==> config.mk <==
export PLATFORM = sky130hd
export DESIGN_NAME = erm_member
export DESIGN_NICKNAME = d
export VERILOG_FILES = /design/src/erm_pkg.sv /design/src/erm_member.sv
export SDC_FILE = /design/constraint.sdc
export NUM_CORES = 1
export LEC_CHECK = 0
export BUFFER_PORTS_ARGS = -buffer_cell sky130_fd_sc_hd__buf_4
export CAP_MARGIN = 20
export CORE_ASPECT_RATIO = 0.8
export CORE_MARGIN = 4
export CORE_UTILIZATION = 45
export CTS_CLUSTER_SIZE = 25
export DETAILED_ROUTE_END_ITERATION = 10
export PLACE_DENSITY_LB_ADDON = 0.15
export SYNTH_ARGS = -nofsm -noshare
export SYNTH_HDL_FRONTEND = slang
export SYNTH_SLANG_ARGS = --single-unit
==> constraint.sdc <==
create_clock -name clk -period 2.4 [get_ports clk]
set_input_delay 0.48 -clock clk [delete_from_list [all_inputs] [get_ports clk]]
set_output_delay 0.48 -clock clk [all_outputs]
set_load 0.02 [all_outputs]
==> src/erm_pkg.sv <==
// Package for the equipment rotation member: widths, reset values, timing.
// Assumes a 100 MHz system clock; all counts derive from it.
package erm_pkg;

    // ------------------------------------------------------------------
    // Timing
    // ------------------------------------------------------------------
    localparam int unsigned CLK_HZ         = 100_000_000;
    localparam int unsigned MINUTE_S       = 60;
    localparam longint unsigned MINUTE_CYC = longint'(CLK_HZ) * MINUTE_S;

    // ------------------------------------------------------------------
    // Widths and reset values
    // ------------------------------------------------------------------
    localparam int unsigned TIME_W      = 16;
    localparam int unsigned SEL_W       = 10;
    localparam int unsigned AGING_DEF   = 2;
    localparam int unsigned TIMEOUT_DEF = 1;
    localparam logic [TIME_W-1:0] TIME_ZERO = 16'h0000;

    typedef enum logic [1:0] {
        ERM_IDLE,
        ERM_RUN,
        ERM_DONE
    } erm_state_e;

endpackage : erm_pkg

==> src/erm_member.sv <==
// Equipment rotation member: runs its equipment for an aging time in turn,
// counts run minutes, supervises feedback and fault, latches an error.
// Assumes all inputs synchronous to clk; the manager's select word comes
// from the rotation manager only.

// Overview of operation
// - Member rotates only while activate is high; inactive when low.
// - Deactivation switches equipment off; other members keep rotating without it.
// - Aging time is minutes; run that long on turn, then stop, pass turn.
// - Aging time comes from an internal setting or the aging time input.
// - After every member finishes, rotation wraps and restarts cyclically.
// - Run time output shows accumulated running minutes.
// - Each rising edge on run time reset clears run time to zero.
// - Higher existing age gives shorter runs, balancing run times.
// - Running feedback is the equipment's actual on/off level.
// - Fault high sets error and forces on/off output low.
// - Error stays latched after fault returns low until reset.
// - Rising edge on error reset clears the latched error.
// - On without feedback beyond the timeout sets the error.
module erm_member #(
    parameter int unsigned         SEL_W      = erm_pkg::SEL_W,
    parameter int unsigned         MEMBER_IDX = 0,
    parameter longint unsigned     MINUTE_CYC = erm_pkg::MINUTE_CYC,
    parameter logic [15:0]         AGING_INT  = 16'(erm_pkg::AGING_DEF),
    parameter logic [15:0]         TMO_INT    = 16'(erm_pkg::TIMEOUT_DEF)
) (
    input  wire logic              clk,
    input  wire logic              rstn,
    input  wire logic              clk_en,
    input  wire logic [SEL_W-1:0]  manager_member_select_out,
    input  wire logic              running_feedback_in,
    input  wire logic              fault_in,
    input  wire logic              activate_in,
    input  wire logic              aging_ext_sel,
    input  wire logic [15:0]       aging_time_in,
    input  wire logic              run_time_reset_in,
    input  wire logic [15:0]       current_age_in,
    input  wire logic [15:0]       fleet_min_age_in,
    input  wire logic              error_reset_in,
    input  wire logic [15:0]       error_timeout_in,
    output logic [15:0]            run_time_out,
    output logic                   on_off_out,
    output logic                   error_out,
    output logic                   turn_done_out
);

    // ------------------------------------------------------------------
    // Minute tick
    // ------------------------------------------------------------------
    localparam int unsigned TICK_W = $clog2(MINUTE_CYC + 1);

    logic [TICK_W-1:0] tick_cnt_r;
    logic              tick_r;
    logic [TICK_W-1:0] tick_cnt_nxt;
    // Free-running, so the first minute of a run may be short
    wire               tick_wrap = (tick_cnt_r == TICK_W'(MINUTE_CYC - 1));

    always_comb begin
        tick_cnt_nxt = tick_cnt_r + TICK_W'(1);
        if (tick_wrap) begin
            tick_cnt_nxt = '0;
        end
    end

    always_ff @(posedge clk or negedge rstn) begin
        if (!rstn) begin
            tick_cnt_r <= '0;
            tick_r     <= 1'b0;
        end else if (clk_en) begin
            tick_cnt_r <= tick_cnt_nxt;
            tick_r     <= tick_wrap;
        end
    end

    // ------------------------------------------------------------------
    // Edge detection on reset inputs
    // ------------------------------------------------------------------
    localparam int unsigned EDGE_N = 2;

    wire [EDGE_N-1:0] edge_in = {error_reset_in, run_time_reset_in};
    wire [EDGE_N-1:0] edge_rise;

    // Previous sample resets low, the idle level, so no false edge follows reset
    for (genvar g = 0; g < EDGE_N; g++) begin : g_edge
        logic prev_r;

        assign edge_rise[g] = edge_in[g] & ~prev_r;

        always_ff @(posedge clk or negedge rstn) begin
            if (!rstn) begin
                prev_r <= 1'b0;
            end else if (clk_en) begin
                prev_r <= edge_in[g];
            end
        end
    end

    wire rt_rst_rise  = edge_rise[0];
    wire err_rst_rise = edge_rise[1];

    // ------------------------------------------------------------------
    // Turn selection
    // ------------------------------------------------------------------
    // Manager reports this member's turn as its own bit of the select word
    wire        my_turn   = manager_member_select_out[MEMBER_IDX];
    wire [15:0] aging_min = aging_ext_sel ? aging_time_in : AGING_INT;
    // Balancing: aging period shortened by how far this member leads the
    // least-worn one; never below one minute so a turn always completes.
    wire [15:0] age_lead  = (current_age_in > fleet_min_age_in) ?
                            current_age_in - fleet_min_age_in : 16'h0000;
    wire [15:0] run_limit = (aging_min > age_lead + 16'h0001) ?
                            aging_min - age_lead : 16'h0001;
    // Zero on the timeout input selects the built-in setting
    wire [15:0] tmo_min   = (error_timeout_in != 16'h0000) ?
                            error_timeout_in : TMO_INT;

    // ------------------------------------------------------------------
    // Turn state machine
    // ------------------------------------------------------------------
    erm_pkg::erm_state_e state_r;
    erm_pkg::erm_state_e state_nxt;
    logic [15:0]         aging_cnt_r;
    logic                error_r;

    // A latched error refuses the turn until it is cleared
    wire can_run  = activate_in & ~error_r & ~fault_in;
    // Checked as a level so a shortened limit ends a turn at once
    wire aged_out = (aging_cnt_r >= run_limit);

    // Turn state: idle, running, finished and waiting for the manager
    always_comb begin
        state_nxt = state_r;
        case (state_r)
            erm_pkg::ERM_IDLE: begin
                if (my_turn && can_run) begin
                    state_nxt = erm_pkg::ERM_RUN;
                end
            end
            erm_pkg::ERM_RUN: begin
                if (!can_run) begin
                    state_nxt = erm_pkg::ERM_IDLE;
                end else if (aged_out) begin
                    state_nxt = erm_pkg::ERM_DONE;
                end
            end
            erm_pkg::ERM_DONE: begin
                // Wait for manager to move on, so the next cycle restarts
                if (!my_turn) begin
                    state_nxt = erm_pkg::ERM_IDLE;
                end
            end
            default: state_nxt = erm_pkg::ERM_IDLE;
        endcase
    end

    wire running = (state_r == erm_pkg::ERM_RUN);

    always_ff @(posedge clk or negedge rstn) begin
        if (!rstn) begin
            state_r <= erm_pkg::ERM_IDLE;
        end else if (clk_en) begin
            state_r <= state_nxt;
        end
    end

    logic [15:0]         aging_cnt_nxt;

    always_comb begin
        aging_cnt_nxt = aging_cnt_r;
        if (!running) begin
            aging_cnt_nxt = erm_pkg::TIME_ZERO;
        end else if (tick_r) begin
            aging_cnt_nxt = aging_cnt_r + 16'h0001;
        end
    end

    always_ff @(posedge clk or negedge rstn) begin
        if (!rstn) begin
            aging_cnt_r <= erm_pkg::TIME_ZERO;
        end else if (clk_en) begin
            aging_cnt_r <= aging_cnt_nxt;
        end
    end

    // ------------------------------------------------------------------
    // Run time accumulation
    // ------------------------------------------------------------------
    logic [15:0] run_time_r;
    logic [15:0] run_time_nxt;
    // Saturate rather than wrap so a worn unit never reads as new
    wire         run_time_full = (run_time_r == 16'hFFFF);

    always_comb begin
        run_time_nxt = run_time_r;
        if (rt_rst_rise) begin
            run_time_nxt = erm_pkg::TIME_ZERO;
        end else if (on_off_out && tick_r && !run_time_full) begin
            run_time_nxt = run_time_r + 16'h0001;
        end
    end

    always_ff @(posedge clk or negedge rstn) begin
        if (!rstn) begin
            run_time_r <= erm_pkg::TIME_ZERO;
        end else if (clk_en) begin
            run_time_r <= run_time_nxt;
        end
    end

    // ------------------------------------------------------------------
    // Feedback supervision and error latch
    // ------------------------------------------------------------------
    logic [15:0] fb_wait_r;
    logic [15:0] fb_wait_nxt;
    wire         fb_wait_full = (fb_wait_r == 16'hFFFF);
    wire         fb_tmo = on_off_out && !running_feedback_in
                          && (fb_wait_r >= tmo_min);

    always_comb begin
        fb_wait_nxt = fb_wait_r;
        if (!on_off_out || running_feedback_in) begin
            fb_wait_nxt = erm_pkg::TIME_ZERO;
        end else if (tick_r && !fb_wait_full) begin
            fb_wait_nxt = fb_wait_r + 16'h0001;
        end
    end

    always_ff @(posedge clk or negedge rstn) begin
        if (!rstn) begin
            fb_wait_r <= erm_pkg::TIME_ZERO;
        end else if (clk_en) begin
            fb_wait_r <= fb_wait_nxt;
        end
    end

    logic error_nxt;

    // Set beats clear: a fault still present keeps the error up
    always_comb begin
        error_nxt = error_r;
        if (fault_in || fb_tmo) begin
            error_nxt = 1'b1;
        end else if (err_rst_rise) begin
            error_nxt = 1'b0;
        end
    end

    always_ff @(posedge clk or negedge rstn) begin
        if (!rstn) begin
            error_r <= 1'b0;
        end else if (clk_en) begin
            error_r <= error_nxt;
        end
    end

    // ------------------------------------------------------------------
    // Outputs
    // ------------------------------------------------------------------
    // On/off, error and done registered from next values, so they move with the state; run time lags one clock
    wire on_off_nxt    = (state_nxt == erm_pkg::ERM_RUN) && !fault_in;
    // Done also when unable to run, so the manager can move on
    wire turn_done_nxt = (state_nxt == erm_pkg::ERM_DONE) || (my_turn && !can_run);

    always_ff @(posedge clk or negedge rstn) begin
        if (!rstn) begin
            on_off_out <= 1'b0;
        end else if (clk_en) begin
            on_off_out <= on_off_nxt;
        end
    end

    always_ff @(posedge clk or negedge rstn) begin
        if (!rstn) begin
            error_out <= 1'b0;
        end else if (clk_en) begin
            error_out <= error_nxt;
        end
    end

    always_ff @(posedge clk or negedge rstn) begin
        if (!rstn) begin
            run_time_out <= erm_pkg::TIME_ZERO;
        end else if (clk_en) begin
            run_time_out <= run_time_r;
        end
    end

    always_ff @(posedge clk or negedge rstn) begin
        if (!rstn) begin
            turn_done_out <= 1'b0;
        end else if (clk_en) begin
            turn_done_out <= turn_done_nxt;
        end
    end

endmodule // erm_member

==> reports/qor.yml <==
status: "finished with violations"
violations: "negative setup slack"
fin_crit_sh_pct: 234
fin_ws_ns: -3.22
fin_nets: 1311
ys_top_cells_by_area: "dfrtp_1, ha_1, xnor2_1, xor2_1, nand2_1"
drv_cap: 0
holdCritPathClass: "in -> async"
synth.cell_area_um2: 7990
rsz0062_at_grt: "true"
post_dp_cell_area_um2: 10200
ios: 102
slowest_delay_ns: 0.39
p_total_mw: 5.34
drive_above_1_share_pct: 30.3
pwr-share-comb_pct: 37.4
portBuffers: 92
slew_headroom_pct: 49.9
cp.arrival_ns: 5.85
reg2reg_depth: 10
grt_usage_pct: 18.5
firstDrtPassIters: 6
finClkSkew_ns: 0.0106
max-vdd-ir-drop_uv: 361
period_needed_ns: 5.62
synthCells: 894
synth_edf_count: 0
grt_max_degree: 106
syn_to_final_growth_pct: 34.7
grt_pass1_vias: 6726
startpoint: "current_age_in[0]"
drt_iter0_markers: 373
synth.top_cell.area_share_pct: 32.9
r2r_start: "tick_cnt_r[0]"
die_y_um: 127
ys_warn_count: 0
r2r_slack_ns: 0.14
cp-end-kind: "register"
clkLatencyLatePin_ns: 0.35
postSynthAreaPerCell_um2: 8.94
fmax_mhz: 178
synth.largest_area_cell: "dfrtp_1"
cts_tree: "done"
intPower_mw: 3.63
yosysSeqAreaShare_pct: 32.9
p_clk_share_pct: 27.5
clkTransAtPathRegs_ns: 0.08
final_common_cell: "buf_4"
core_area_um2: 17400
cp-start-kind: "primary input"
p_sw_mw: 1.72
synthDistinctLibCells: 69
r2r_end: "tick_cnt_r[32]"
start_util_pct: 46.0
worst-setup-path-type: "in -> reg"
p_sw_share_pct: 32.1
viasPerCell: 5.19
final-setup-viol-count: 4
row_count: 43
async_flop_share_pct: 100
antenna_found_initial: 0
wl_per_cell_um: 13.5
syn_nets: 1062
postCtsHoldBufs: 0
diodes: 0
maxSlewViolCount: 0
leakage_nw: 5.32
cts_max_path_buffers: 2
die_w_um: 157
cts_buffers: 9
powerDensity_nw_per_um2: 496
grt-ovfl-total: 0
tightest_slew_ns: 0.748
seq_power_share_pct: 35.2
vias: 7122
crit_top_cell: "a21o_1"
htree_num_levels: 3
gp_congestion: 0.819
fillers: 1501
drc: 0
ys_ff_latch: 105
critPathSlowestCell: "fa_2"
die_area_um2: 20000
hpwl_um: 14700
endpoint: "turn_done_out"
finalWirelength_um: 18500
numClockSinks: 105
postRouteAntennaNets: 0
finalInstanceArea_um2: 10800
grt_pass1_wl_um: 31200
synth_ff_type: "dfrtp_1"
crit_required_ns: 2.63
hold_violations: 0
final_cell_mix: "buf_4, dfrtp_1, nand2_1, nor2_1, ha_1"
crit_fanout: 5
root_buffer: "clkbuf_16"
## power by group through the flow
stage / logic (mW) / registers, mW / clock network [mW]
2_1_floorplan: 1.09 / 1.90 / 0
3_3_place_gp: 1.88 / 1.91 / 0
3_5_place_dp: 1.90 / 1.91 / 0
4_1_cts: 1.96 / 1.88 / 1.49
5_1_grt: 2.23 / 1.89 / 1.57
6_report: 2.00 / 1.88 / 1.47
## stage by stage
stage / setup WS [ns] / TNS (ns) / util, % / instances / hold WS, ns
floorplan: -3.33 / -13.11 / - / 894 / 0.184
global placement: -3.59 / -14.53 / 58.9 / 1347 / 0.480
detailed placement: -3.73 / -15.20 / 58.9 / 1347 / 0.484
CTS: -3.19 / -12.52 / 61.2 / 1369 / 0.221
global route: -3.56 / -13.99 / 62.0 / 1373 / 0.226
finish: -3.22 / -12.61 / 62.0 / 1373 / 0.161
## Yosys cell counts (17+ instances only)
cell	instances
a21o_1	20
and2_1	25
xor2_1	45
nand2_1	87
nor2b_1	17
and3_1	20
nand3_1	25
xnor2_1	55
inv_1	53
ha_1	83
nor2_1	83
a21oi_1	33
dfrtp_1	105
nand4_1	26
o21ai_0	35
clkbuf_1	17
mux2_2	18
## critical path: cells and delay by family
family / cells / cell delay [ns]
AOI/OAI and AO/OA: 13 / 2.21
xor gates and xnor gates: 1 / 0.14
adders and majority gates: 5 / 1.25
buffers and inverters: 3 / 0.18
and+or+nand+nor: 11 / 1.58
## cell families (layout without fill, tap and decap cells)
kind of cell    count (synthesis)  count (layout)  share of synthesized area [%]
compound gates                148             148                           12.9
xor+xnor                      101             101                           11.2
fa+ha+maj                      85              85                           13.5
buf+inv                        75             329                           3.57
flops                         105             105                           32.9
mux                            20              20                           2.79
simple gates                  360             360                           23.2
## state kept, by name (all words and copies together), names as in the netlist
signal,count
run_time_r,16
g_edge.prev_r,2
fb_wait_r,16
state_r,2
turn_done_out,1
run_time_out,16
error_out,1
tick_cnt_r,33
on_off_out,1
tick_r,1
aging_cnt_r,16
## metal layers
metal,GRT usage [%],vias to the layer above,part of all wire (%)
li1,-,3637,-
met3,2.61,18,3.7
met5,0,-,0
met1,28.9,3348,51
met2,27.6,119,44
met4,3.01,0,0.93
## how the worst min path moves through the flow
stage,end,depth (start not counted),slack (ns)
finish,run_time_out[13],2,0.16
CTS,run_time_r[11],2,0.22
detailed placement,tick_cnt_r[22],1,0.48
global route,run_time_out[13],2,0.23
floorplan,aging_cnt_r[0],0,0.18
global placement,tick_cnt_r[22],1,0.48
## cell type report
class                   count  area (um2)  share of cell area, %
clock buffers               9         225                   2.09
flip-flops and latches    105        2630                   24.4
well taps                 225         282                   2.61
clock inverters             7        68.8                  0.639
repair buffers            260        2010                   18.7
inverters                  53         211                   1.96
multi-input cells         714        5340                   49.6
## what timing repair did
| action | in CTS | in global routing |
|---|---|---|
| setup endpoints to repair | 5 | 5 |
| pin swaps | 10 | 6 |
| buffers inserted | 6 | 4 |
| resized for setup | 17 | 18 |
(Power assumes the default switching activity.)
